--- src/fault_supervisor_pkg.sv ---
package fault_supervisor_pkg;

  localparam int unsigned CLK_HZ            = 50_000_000;
  localparam int unsigned SUPPLY_GAP_MS     = 250;
  localparam int unsigned SUPPLY_GAP_CYCLES = (CLK_HZ / 1000) * SUPPLY_GAP_MS;
  localparam int unsigned NUM_INPUTS        = 4;

  // register byte offsets
  localparam logic [7:0] CTRL_OFS    = 8'h00;
  localparam logic [7:0] DIAG_OFS    = 8'h04;
  localparam logic [7:0] SNAP_OFS    = 8'h08;
  localparam logic [7:0] VERSION_OFS = 8'h0C;
  localparam logic [7:0] MENU_OFS    = 8'h10;
  localparam logic [7:0] PARAM_OFS   = 8'h14;

  // control register fields
  localparam int unsigned CTRL_WIRECHK_BIT = 0;
  localparam int unsigned CTRL_QUERY_BIT   = 1;
  localparam int unsigned CTRL_SAVED_BIT   = 2;
  localparam int unsigned CTRL_LINK_BIT    = 3;
  localparam logic [31:0] CTRL_RESET       = 32'h0000_0001;

  // diagnostic word fields
  localparam int unsigned DIAG_SUPPLY_BIT  = 0;
  localparam int unsigned DIAG_WSUPPLY_BIT = 1;
  localparam int unsigned DIAG_MEM_BIT     = 2;
  localparam int unsigned DIAG_INPUT_LSB   = 8;
  localparam int unsigned DIAG_CODE_LSB    = 16;

  // menu geometry
  localparam logic [3:0] TOP_ITEMS   = 4'hC;
  localparam logic [3:0] SUB_ITEMS   = 4'h4;
  localparam logic [3:0] PARAM_ITEMS = 4'h4;
  localparam logic [7:0] PARAM_RESET = 8'h00;

  typedef enum {
    MENU_TOP,
    MENU_SUB,
    MENU_PARAM
  } menu_level_t;

  typedef struct packed {
    logic mode;
    logic enter;
    logic plus;
    logic minus;
  } keys_t;

  typedef struct packed {
    logic [31:0] adr;
    logic [31:0] dat;
    logic [3:0]  sel;
    logic        we;
    logic        cyc;
    logic        stb;
  } wb_req_t;

  typedef struct packed {
    logic [31:0] dat;
    logic        ack;
  } wb_rsp_t;

endpackage

--- src/fault_supervisor_menu.sv ---
// Our own choices: register access over Wishbone and the address map.
`timescale 1ns/1ns
module fault_supervisor_menu
  import fault_supervisor_pkg::*;
#(
  parameter int unsigned         N_IN       = fault_supervisor_pkg::NUM_INPUTS,
  parameter int unsigned         GAP_CYCLES = fault_supervisor_pkg::SUPPLY_GAP_CYCLES,
  parameter logic [7:0]          HW_VERSION = 8'h01,  // arbitrary value
  parameter logic [15:0]         FW_VERSION = 16'h0100 // arbitrary value
) (
  // clock and reset
  input  wire logic                    clk_i,
  input  wire logic                    rst_i,
  // wishbone slave
  input  wire fault_supervisor_pkg::wb_req_t wb_req_i,
  output fault_supervisor_pkg::wb_rsp_t      wb_rsp_o,
  // supervision inputs
  input  wire logic                    supply_low_i,
  input  wire logic                    supply_absent_i,
  input  wire logic                    gen_wire_loss_i,
  input  wire logic [N_IN-1:0]         input_wire_loss_i,
  input  wire logic [N_IN-1:0]         input_wire_kind_i,
  input  wire logic                    mem_verify_fail_i,
  input  wire logic [7:0]              mem_verify_code_i,
  input  wire logic                    controller_enable_input_i,
  // operator keys, one-cycle pulses
  input  wire fault_supervisor_pkg::keys_t   keys_i,
  // solenoid, lamps and menu state
  output logic [N_IN-1:0]              solenoid_enable_o,
  output logic                         led_red_o,
  output logic                         led_green_o,
  output logic [1:0]                   menu_level_o,
  output logic [3:0]                   menu_item_o,
  output logic [7:0]                   menu_value_o
);
  import fault_supervisor_pkg::*;

  initial begin
    if (N_IN < 1 || N_IN > 8) $error("N_IN must be 1..8");
    if (GAP_CYCLES < 1) $error("GAP_CYCLES must be at least 1");
  end

  typedef struct packed {
    logic [31:0]       ctrl;
    logic [31:0]       snap;
    logic [31:0]       rdata;
    logic              ack;
    logic              supply_flt;
    logic              wsupply_flt;
    logic [7:0]        input_flt;
    logic              mem_flt;
    logic [7:0]        mem_code;
    logic              en_prev;
    logic              en_seen_low;
    logic [31:0]       gap_cnt;
    logic [1:0]        level;
    logic [3:0]        item;
    logic [3:0]        sub_item;
    logic [3:0]        par_idx;
    logic [PARAM_ITEMS-1:0][7:0] par_val;   // packed: a packed struct holds no unpacked array
    logic [N_IN-1:0]   sol;
    logic              red;
    logic              green;
  } state_t;

  state_t st;
  state_t next_st;
  logic [31:0] diag_word;
  logic        wb_hit;
  logic [7:0]  wb_adr;

  always_comb begin
    diag_word = 32'h0000_0000;
    diag_word[DIAG_SUPPLY_BIT]  = st.supply_flt;
    diag_word[DIAG_WSUPPLY_BIT] = st.wsupply_flt;
    diag_word[DIAG_MEM_BIT]     = st.mem_flt;
    diag_word[DIAG_INPUT_LSB +: 8]  = st.input_flt;
    diag_word[DIAG_CODE_LSB +: 8]   = st.mem_code;
  end

  assign wb_adr = wb_req_i.adr[7:0];
  assign wb_hit = wb_req_i.cyc && wb_req_i.stb && !st.ack;

  always_comb begin
    logic        all_block;
    logic        supply_now;
    logic        rearm;
    logic        wchk;
    logic [7:0]  wloss;
    logic [7:0]  pv;
    next_st    = st;
    all_block  = 1'b0;
    supply_now = 1'b0;
    rearm      = 1'b0;
    wchk       = st.ctrl[CTRL_WIRECHK_BIT];
    wloss      = 8'h00;
    pv         = 8'h00;

    // supply gap timer; saturates at GAP_CYCLES
    if (supply_absent_i) begin
      if (st.gap_cnt < GAP_CYCLES) next_st.gap_cnt = st.gap_cnt + 32'h0000_0001;
    end else begin
      next_st.gap_cnt = 32'h0000_0000;
    end

    // enable toggle: low seen, then rising edge rearms
    if (!controller_enable_input_i) next_st.en_seen_low = 1'b1;
    rearm = controller_enable_input_i && !st.en_prev && st.en_seen_low;
    next_st.en_prev = controller_enable_input_i;
    if (rearm) begin
      next_st.en_seen_low = 1'b0;
      next_st.supply_flt  = 1'b0;
      next_st.wsupply_flt = 1'b0;
      next_st.input_flt   = 8'h00;
    end

    // setting wins over the clear: cause still present keeps the fault
    supply_now = supply_low_i || (supply_absent_i && st.gap_cnt >= GAP_CYCLES);
    if (supply_now) next_st.supply_flt = 1'b1;
    if (wchk && gen_wire_loss_i) next_st.wsupply_flt = 1'b1;
    for (int i = 0; i < N_IN; i++) begin
      wloss[i] = wchk && input_wire_kind_i[i] && input_wire_loss_i[i];
    end
    next_st.input_flt = next_st.input_flt | wloss;

    if (mem_verify_fail_i) begin
      next_st.mem_flt  = 1'b1;
      next_st.mem_code = mem_verify_code_i;
    end

    // wishbone slave: one-cycle answer, ack dropped the next cycle
    next_st.ack = wb_hit;
    next_st.ctrl[CTRL_QUERY_BIT] = 1'b0;
    next_st.ctrl[CTRL_SAVED_BIT] = 1'b0;
    if (wb_hit) begin
      next_st.rdata = 32'h0000_0000;
      if (wb_req_i.we) begin
        if (wb_adr == CTRL_OFS && wb_req_i.sel[0]) begin
          next_st.ctrl[3:0] = wb_req_i.dat[3:0];
          if (wb_req_i.dat[CTRL_QUERY_BIT]) next_st.snap = diag_word;
          if (wb_req_i.dat[CTRL_SAVED_BIT] && !mem_verify_fail_i) begin
            next_st.mem_flt  = 1'b0;
            next_st.mem_code = 8'h00;
          end
        end
      end else begin
        case (wb_adr)
          CTRL_OFS:    next_st.rdata = {28'h0000000, st.ctrl[3:0]};
          DIAG_OFS:    next_st.rdata = diag_word;
          SNAP_OFS:    next_st.rdata = st.snap;
          VERSION_OFS: next_st.rdata = st.ctrl[CTRL_LINK_BIT] ?
                                       {8'h00, HW_VERSION, FW_VERSION} : 32'h0000_0000;
          MENU_OFS:    next_st.rdata = {20'h00000, st.par_idx, st.item, 2'b00, st.level};
          PARAM_OFS:   next_st.rdata = {24'h000000, st.par_val[st.par_idx[1:0]]};
          default:     next_st.rdata = 32'h0000_0000;
        endcase
      end
    end

    // cyclic operator menu
    case (st.level)
      2'd0: begin
        if (keys_i.mode) next_st.item = (st.item == TOP_ITEMS - 4'h1) ? 4'h0 : st.item + 4'h1;
        else if (keys_i.enter) begin
          next_st.level    = 2'd1;
          next_st.sub_item = 4'h0;
        end
      end
      2'd1: begin
        if (keys_i.mode) next_st.sub_item = (st.sub_item == SUB_ITEMS - 4'h1) ? 4'h0 : st.sub_item + 4'h1;
        else if (keys_i.enter) begin
          next_st.level   = 2'd2;
          next_st.par_idx = 4'h0;
          if (st.item == 4'h0) next_st.snap = diag_word;
        end
      end
      2'd2: begin
        pv = st.par_val[st.par_idx[1:0]];
        if (keys_i.plus) next_st.par_val[st.par_idx[1:0]] = pv + 8'h01;
        else if (keys_i.minus) next_st.par_val[st.par_idx[1:0]] = pv - 8'h01;
        else if (keys_i.enter) begin
          if (st.par_idx == PARAM_ITEMS - 4'h1) begin
            next_st.par_idx = 4'h0;
            next_st.level   = 2'd0;
          end else begin
            next_st.par_idx = st.par_idx + 4'h1;
          end
        end else if (keys_i.mode) begin
          next_st.level = 2'd1;
        end
      end
      default: next_st.level = 2'd0;
    endcase

    all_block = next_st.supply_flt || next_st.wsupply_flt || next_st.mem_flt;
    for (int i = 0; i < N_IN; i++) begin
      next_st.sol[i] = controller_enable_input_i && !all_block && !next_st.input_flt[i];
    end
    next_st.red   = all_block || (next_st.input_flt != 8'h00);
    next_st.green = !supply_low_i && !supply_absent_i;
  end

  always_ff @(posedge clk_i) begin
    if (rst_i) begin
      st.ctrl        <= CTRL_RESET;
      st.snap        <= 32'h0000_0000;
      st.rdata       <= 32'h0000_0000;
      st.ack         <= 1'b0;
      st.supply_flt  <= 1'b0;
      st.wsupply_flt <= 1'b0;
      st.input_flt   <= 8'h00;
      st.mem_flt     <= 1'b0;
      st.mem_code    <= 8'h00;
      st.en_prev     <= 1'b0;
      st.en_seen_low <= 1'b0;
      st.gap_cnt     <= 32'h0000_0000;
      st.level       <= 2'd0;
      st.item        <= 4'h0;
      st.sub_item    <= 4'h0;
      st.par_idx     <= 4'h0;
      for (int k = 0; k < PARAM_ITEMS; k++) st.par_val[k] <= PARAM_RESET;
      st.sol         <= '0;
      st.red         <= 1'b0;
      st.green       <= 1'b0;
    end else begin
      st <= next_st;
    end
  end

  assign wb_rsp_o.ack    = st.ack;
  assign wb_rsp_o.dat    = st.rdata;
  assign solenoid_enable_o = st.sol;
  assign led_red_o       = st.red;
  assign led_green_o     = st.green;
  assign menu_level_o    = st.level;
  assign menu_item_o     = (st.level == 2'd0) ? st.item : st.sub_item;
  assign menu_value_o    = st.par_val[st.par_idx[1:0]];

endmodule

--- config.mk ---
export PLATFORM = sky130hd
export DESIGN_NAME = fault_supervisor_menu
export DESIGN_NICKNAME = d
export VERILOG_FILES = /design/src/fault_supervisor_pkg.sv /design/src/fault_supervisor_menu.sv
export SDC_FILE = /design/constraint.sdc
export NUM_CORES = 1
export LEC_CHECK = 0
export BUFFER_PORTS_ARGS = -buffer_cell sky130_fd_sc_hd__buf_2
export CAP_MARGIN = 20
export CORE_MARGIN = 10
export CORE_UTILIZATION = 45
export DETAILED_ROUTE_END_ITERATION = 7
export PLACE_DENSITY = 0.78
export SLEW_MARGIN = 0
export SYNTH_ARGS = -nofsm -noshare
export SYNTH_HDL_FRONTEND = slang
export SYNTH_SLANG_ARGS = --single-unit
--- constraint.sdc ---
create_clock -name clk_i -period 2.4 [get_ports clk_i]
set_clock_uncertainty 0.05 [all_clocks]
set_input_delay 0.24 -clock clk_i [delete_from_list [all_inputs] [get_ports clk_i]]
set_output_delay 0.24 -clock clk_i [all_outputs]
set_load 0.01 [all_outputs]
==> Word level (Yosys, flattened, before mapping) <==
Index checks and enable logic that the tools add are counted.
W data, S select, Z words.
{ "op_classes": {"eq_ne": 20, "bitwise": 5, "n_addsub": 6, "n_lt_le_gt_ge": 4, "mux": 49, "reduce_logical": 53} }
{ "ops": {"columns": ["op", "count"], "rows": [
  ["$mux W32", 10],
  ["$pmux W32 S6", 1],
  ["$bwmux W32", 2],
  ["$mux W64", 1],
  ["$mux W9", 5],
  ["$mux W4", 10],
  ["$add A32 B1 Y32 const B", 1],
  ["$ge A32 B24 Y1 const B", 1],
  ["$lt A32 B24 Y1 const B", 1],
  ["$logic_and A1 B1 Y1", 23],
  ["$mux W2", 9],
  ["$mux W17", 1],
  ["$bmux W8 S2", 1],
  ["$demux W8 S2", 1],
  ["$eq A8 B4 Y1 const B", 2],
  ["$eq A8 B5 Y1 const B", 2],
  ["$mux W8", 2],
  ["$ne A2 B2 Y1 const B", 8],
  ["$pmux W4 S2", 2],
  ["$add A4 B1 Y4 const B", 3],
  ["$logic_not A1 Y1", 10],
  ["$mux W10", 1],
  ["$add A8 B1 Y8 const B", 1],
  ["$eq A4 B2 Y1 const B", 2],
  ["other kinds (25)", 37]
]} }
{ "word_totals": {"regBits": 174, "output_inout_bits": 53} }

==> Logic depth before layout (Yosys ltp) <==
{ "depth": {"ltp_word": 10, "depth_mapped": 11, "mapped_depth_nobuf": 9} }

==> Least setup slack after synthesis <==
OpenSTA, ideal clock, no wires.
{ "synth_path": {"kind": "reg-to-reg", "startpoint": "register st[38] (netlist bit)", "endpoint": "register st[18] (netlist bit)", "t_required_ps": 2222, "n_path_buf": 2, "setup_ps": 128, "setup_slack_ps": -316, "stages_incl_launch_ff": 12, "arrival_time_ps": 2538, "path_cell_list": "dfxtp_1 -> buf_6 -> mux4_2 -> clkbuf_1 -> inv_1 -> ha_1 -> inv_1 -> or4_1 -> o21ai_0 -> xnor2_1 -> o21a_1 -> nor2_1"} }
{ "synth_between": {"elab_cells_between_ends": 13, "cone_classes": "2 x add/sub; 2 x order compare; 8 x mux; 1 x reduce/logical"} }
{ "synth_lines": {"columns": ["element", "line_no", "source"], "rows": [
  ["start, declared", "fault_supervisor_menu.sv:66", "state_t st;"],
  ["start signal, assigned", "fault_supervisor_menu.sv:226", "st <= next_st;"],
  ["$bmux W8 S2 (*)", null, null],
  ["$mux W8 (*)", null, null],
  ["via menu_value_o[0]", "fault_supervisor_menu.sv:34", "output logic [7:0] menu_value_o"],
  ["$sub A8 B1 Y8", "fault_supervisor_menu.sv:180", "else if (keys_i.minus) next_st.par_val[st.par_idx[1:0]] = pv - 8'h01;"],
  ["$bwmux W32", "fault_supervisor_menu.sv:180", null],
  ["$mux W32", "fault_supervisor_menu.sv:180", null],
  ["$mux W32 (*)", "fault_supervisor_menu.sv:179", "if (keys_i.plus) next_st.par_val[st.par_idx[1:0]] = pv + 8'h01;"]
]} }
Mark *: on every way through the listed nets, which the timed path passes. The rest lies on a longest branch. The select of a mux whose other input is x is not followed.
A chain may end at the register's enable or synchronous reset.

==> Worst setup path after layout <==
{ "layout_path": {"startpoint": "register st[38] (netlist bit)", "endpoint": "register st[37] (netlist bit)"} }
{ "layout_between": {"elab_chain_len": 7, "elab_cells_between_ends": 13, "cone_classes": "2 x add/sub; 2 x order compare; 8 x mux; 1 x reduce/logical"} }
{ "layout_lines": {"columns": ["element", "line_no"], "rows": [
  ["parallel branches: the longest is 6 deep, another holds $sub A8 B1 Y8", null],
  ["$mux W32 (*)", "fault_supervisor_menu.sv:179"]
]} }
Every way passes the cells marked *. The select of a mux whose other input is x is not followed.

==> flow_summary_export.csv <==
group,metric,value,unit
run_status,outcome,"finished with violations",
run_status,violations,"setup timing",
timing,post-route-period-util,104,%
yosys,synth_area,0.00785,sq mm
clock_tree,worst_setup_hold_path_clk_slew,0.07,ns
placement,gp_congestion,0.891,
yosys,post_synth_main_area_contributors,"sky130_fd_sc_hd__dfxtp_1 (44%), sky130_fd_sc_hd__nor2_1 (5.1%), sky130_fd_sc_hd__a21oi_1 (4.3%), sky130_fd_sc_hd__buf_4 (3.8%), sky130_fd_sc_hd__nand2_1 (3.8%)",
grt,grt_antenna_before_repair,2,
timing,relSlewSlack,60.2,%
power_and_ir_drop,power.leakage,0.00365,uW
placement,dp.final_hpwl,14.4,mm
grt,gr-usage-all-layers,17.1,%
yosys,flip_flop_cell_with_the_highest_count_after_synthesis,"sky130_fd_sc_hd__dfxtp_1",
timing,maxSlewViolCount,0,
layout,final-instance-count-excl-fill,1203,
grt,grt_pass1_vias,6571,
clock_tree,tritoncts_clock_tree,"yes",
routing,1st_iter_drt_viols,540,
setup_path,worst_path_dominant_cell_family,"simple AND/OR/NAND/NOR gates",
routing,detail_route.wl_per_cell,17.2,um
setup_path,worstPathMaxFanout,8,
yosys,yosys.area.top_type_share,44.4,%
floorplanning,die_x,152,um
grt,overflow,0,
placement,placedCellCount,1158,
routing,drt-pass1-iter-count,5,
yosys,synth-async-reset-ratio,0,%
timing,setup_viol_count_final,11,
power_and_ir_drop,vdd.ir_drop.worst,0.000590,V
layout,layout.cells.most_common,"sky130_fd_sc_hd__dfxtp_1",
routing,routed_via_density,5.61,
routing,postRouteAntennaNets,0,
run,max_cap_violations,0,
clock_tree,clockRootBuffer,"sky130_fd_sc_hd__clkbuf_16",
setup_path,cpMaxStageDelayCell,"sky130_fd_sc_hd__or4_4",
setup_path,critical_path_required,2.73,ns
timing,setup_slack,-0.0866,ns
yosys,syn_inst,888,
clock_tree,clock_sinks,174,
layout,layout_common_cells,"sky130_fd_sc_hd__dfxtp_1 (172), sky130_fd_sc_hd__nor2_1 (106), sky130_fd_sc_hd__buf_2 (94)",
timing,grt_setup_unrepaired,"true",
yosys,synth_largest_area_cell,"sky130_fd_sc_hd__dfxtp_1",
setup_path,criticalPathCategory,"reg2reg",
routing,route.detailed.drc,0,
routing,routed_wl,20.7,mm
yosys,syn_area_cell,8.84,sq um
timing,timing_hold_violations_final,0,
yosys,synthesis.yosys.warnings,0,
clock_tree,insertion_delay,0.43,ns
routing,route.vias.total,6745,
layout,syn2layout_area_growth,19.3,%
clock_tree,cts.htree.levels,4,
grt,grt_max_degree,101,
floorplanning,die-area,0.0231,sq mm
layout,design.final.nets,1073,
floorplanning,starting_density_of_the_core,45.7,%
floorplanning,core_region_area,0.0172,sq mm
yosys,synth_seq_area_share,44.4,%
worst_hold_path,min_path_type,"in2reg",
setup_path,cp_common_cell,"sky130_fd_sc_hd__or4_4",
floorplanning,row_count,48,
placement,place_worst_setup_slack,-0.0989,ns
layout,layout-drive-gt1-share,23.8,%
setup_path,critical_path_cell_sequence,"mux4_2, or4_4, nor4_4, a21oi_4, or4_4, nand3_2",
placement,io_buffers,95,
power_and_ir_drop,power_density,665,mW/mm^2
setup_path,crit_path_end_kind,"flip-flop",
grt,grt_first_pass_wirelength,33.1,mm
setup_path,setup.worst_path.start_class,"flip-flop",
timing,final.min_clock_period,2.49,ns
setup_path,critPathMaxStageDelay,0.57,ns
yosys,post_synth_edffs,0,
floorplanning,boundaryPins,151,
setup_path,setup.reg_to_reg.worst_slack,-0.09,ns
clock_tree,cts_max_path_buffers,2,
yosys,netlist-cell-type-count,60,
yosys,synth_fp_nets,997,
power_and_ir_drop,power.total,6230,uW
timing,max_freq,402,MHz
clock_tree,cts_inserted_buffers,17,
floorplanning,die_h,152,um
yosys,postSynthRegisterBits,174,
timing,tightest_slew,0.598,ns
setup_path,timing.critical_path.arrival,2.82,ns
setup_path,path_buf_inv,0,
==> cell usage after synthesis, types with 7 or more instances <==
master and n:
sky130_fd_sc_hd__o21a_1 8, sky130_fd_sc_hd__or4_1 18, sky130_fd_sc_hd__or3_1 10, sky130_fd_sc_hd__nand2b_1 7
sky130_fd_sc_hd__and3_1 13, sky130_fd_sc_hd__ha_1 11, sky130_fd_sc_hd__xor2_1 7, sky130_fd_sc_hd__a21oi_1 68
sky130_fd_sc_hd__clkbuf_1 48, sky130_fd_sc_hd__o21ai_0 25, sky130_fd_sc_hd__buf_4 40, sky130_fd_sc_hd__nand4_1 11
sky130_fd_sc_hd__a2bb2oi_1 19, sky130_fd_sc_hd__nand2_1 80, sky130_fd_sc_hd__a22oi_1 21, sky130_fd_sc_hd__and2_1 34
sky130_fd_sc_hd__nand3_1 38, sky130_fd_sc_hd__mux2_2 7, sky130_fd_sc_hd__nor2_1 106, sky130_fd_sc_hd__dfxtp_1 174
sky130_fd_sc_hd__o31ai_1 9, sky130_fd_sc_hd__inv_1 15, sky130_fd_sc_hd__mux2i_1 29, sky130_fd_sc_hd__nand3b_1 7
sky130_fd_sc_hd__a222oi_1 8
==> path summary, 6_finish.rpt <==
check,startpoint,to,depth (start not counted)
setup / recovery,st[38]$_SDFFE_PP0P_,st[37]$_SDFFE_PP0P_,6
setup reg to reg,st[38]$_SDFFE_PP0P_,st[37]$_SDFFE_PP0P_,6
hold / removal,mem_verify_code_i[3],diag_word[19]$_SDFF_PP0_,3
hold reg to reg,wb_rsp_o[26]$_SDFFE_PP0P_,wb_rsp_o[26]$_SDFFE_PP0P_,2
==> through the flow <==
step | setup TNS [ns] | hold WS [ns] | area, sq um | util, %
2_1_floorplan | -0.240 | 0.267 | 7880 | -
3_3_place_gp | -0.237 | 0.386 | 8510 | 49.5
3_5_place_dp | -0.455 | 0.391 | 8510 | 49.5
4_1_cts | -0.244 | 0.00349 | 9190 | 53.5
5_1_grt | -1.66 | 0.0206 | 9370 | 54.5
6_report | -0.484 | 0.00924 | 9370 | 54.5
==> tightest hold or removal path, delay by kind of cell <==
kind                   cells  cell delay (ns)
muxes                      1             0.06
and+or+nand+nor            1             0.07
buffers and inverters      1             0.08
==> layer usage <==
| metal | track usage (%) | up-vias | share of wire [%] |
|---|---|---|---|
| li1 | - | 3257 | - |
| met1 | 21.3 | 3241 | 43 |
| met2 | 27.7 | 211 | 48 |
| met3 | 4.54 | 36 | 6.9 |
| met4 | 6.79 | 0 | 2.3 |
| met5 | 0 | - | 0 |
==> registers in the layout, indices dropped and copies added (netlist names), named ones only <==
signal	cells
solenoid_enable_o	4
led_red_o	1
st	110
wb_rsp_o	33
led_green_o	1
menu_level_o	2
diag_word	19
==> repair_timing <==
action                     in CTS  in global routing
gates cloned                    0                  1
resized for setup               0                 28
hold endpoints to repair        5                  0
hold buffers                    5                  0
pin swaps                       1                  7
setup endpoints to repair       9                 27
setup buffers                   2                  4
==> layout make-up <==
type	instances	area, sq um
Antenna cell	2	5.00
Clock buffer	19	453
Clock inverter	12	159
Fill cell	1559	7810
Inverter	15	58.8
Multi-Input combinational cell	603	3930
Sequential cell	174	3490
Tap cell	225	282
Timing Repair Buffer	153	997
==> kinds of logic after synthesis <==
group                      count (synthesis)  share of synthesized area [%]
and+or+nand+nor                          352                           22.6
muxes                                     44                           7.09
xor gates and xnor gates                  12                           1.34
AOI/OAI and AO/OA                        184                           15.4
adders and majority gates                 11                           1.75
DFF                                      174                           44.4
buffers and inverters                    111                           7.44
==> power breakdown <==
| group | internal [uW] | switching (uW) |
|---|---|---|
| sequential | 2920 | 36.5 |
| clock | 1700 | 1160 |
| combinational | 168 | 244 |
Power figures use the tool's default switching activity.
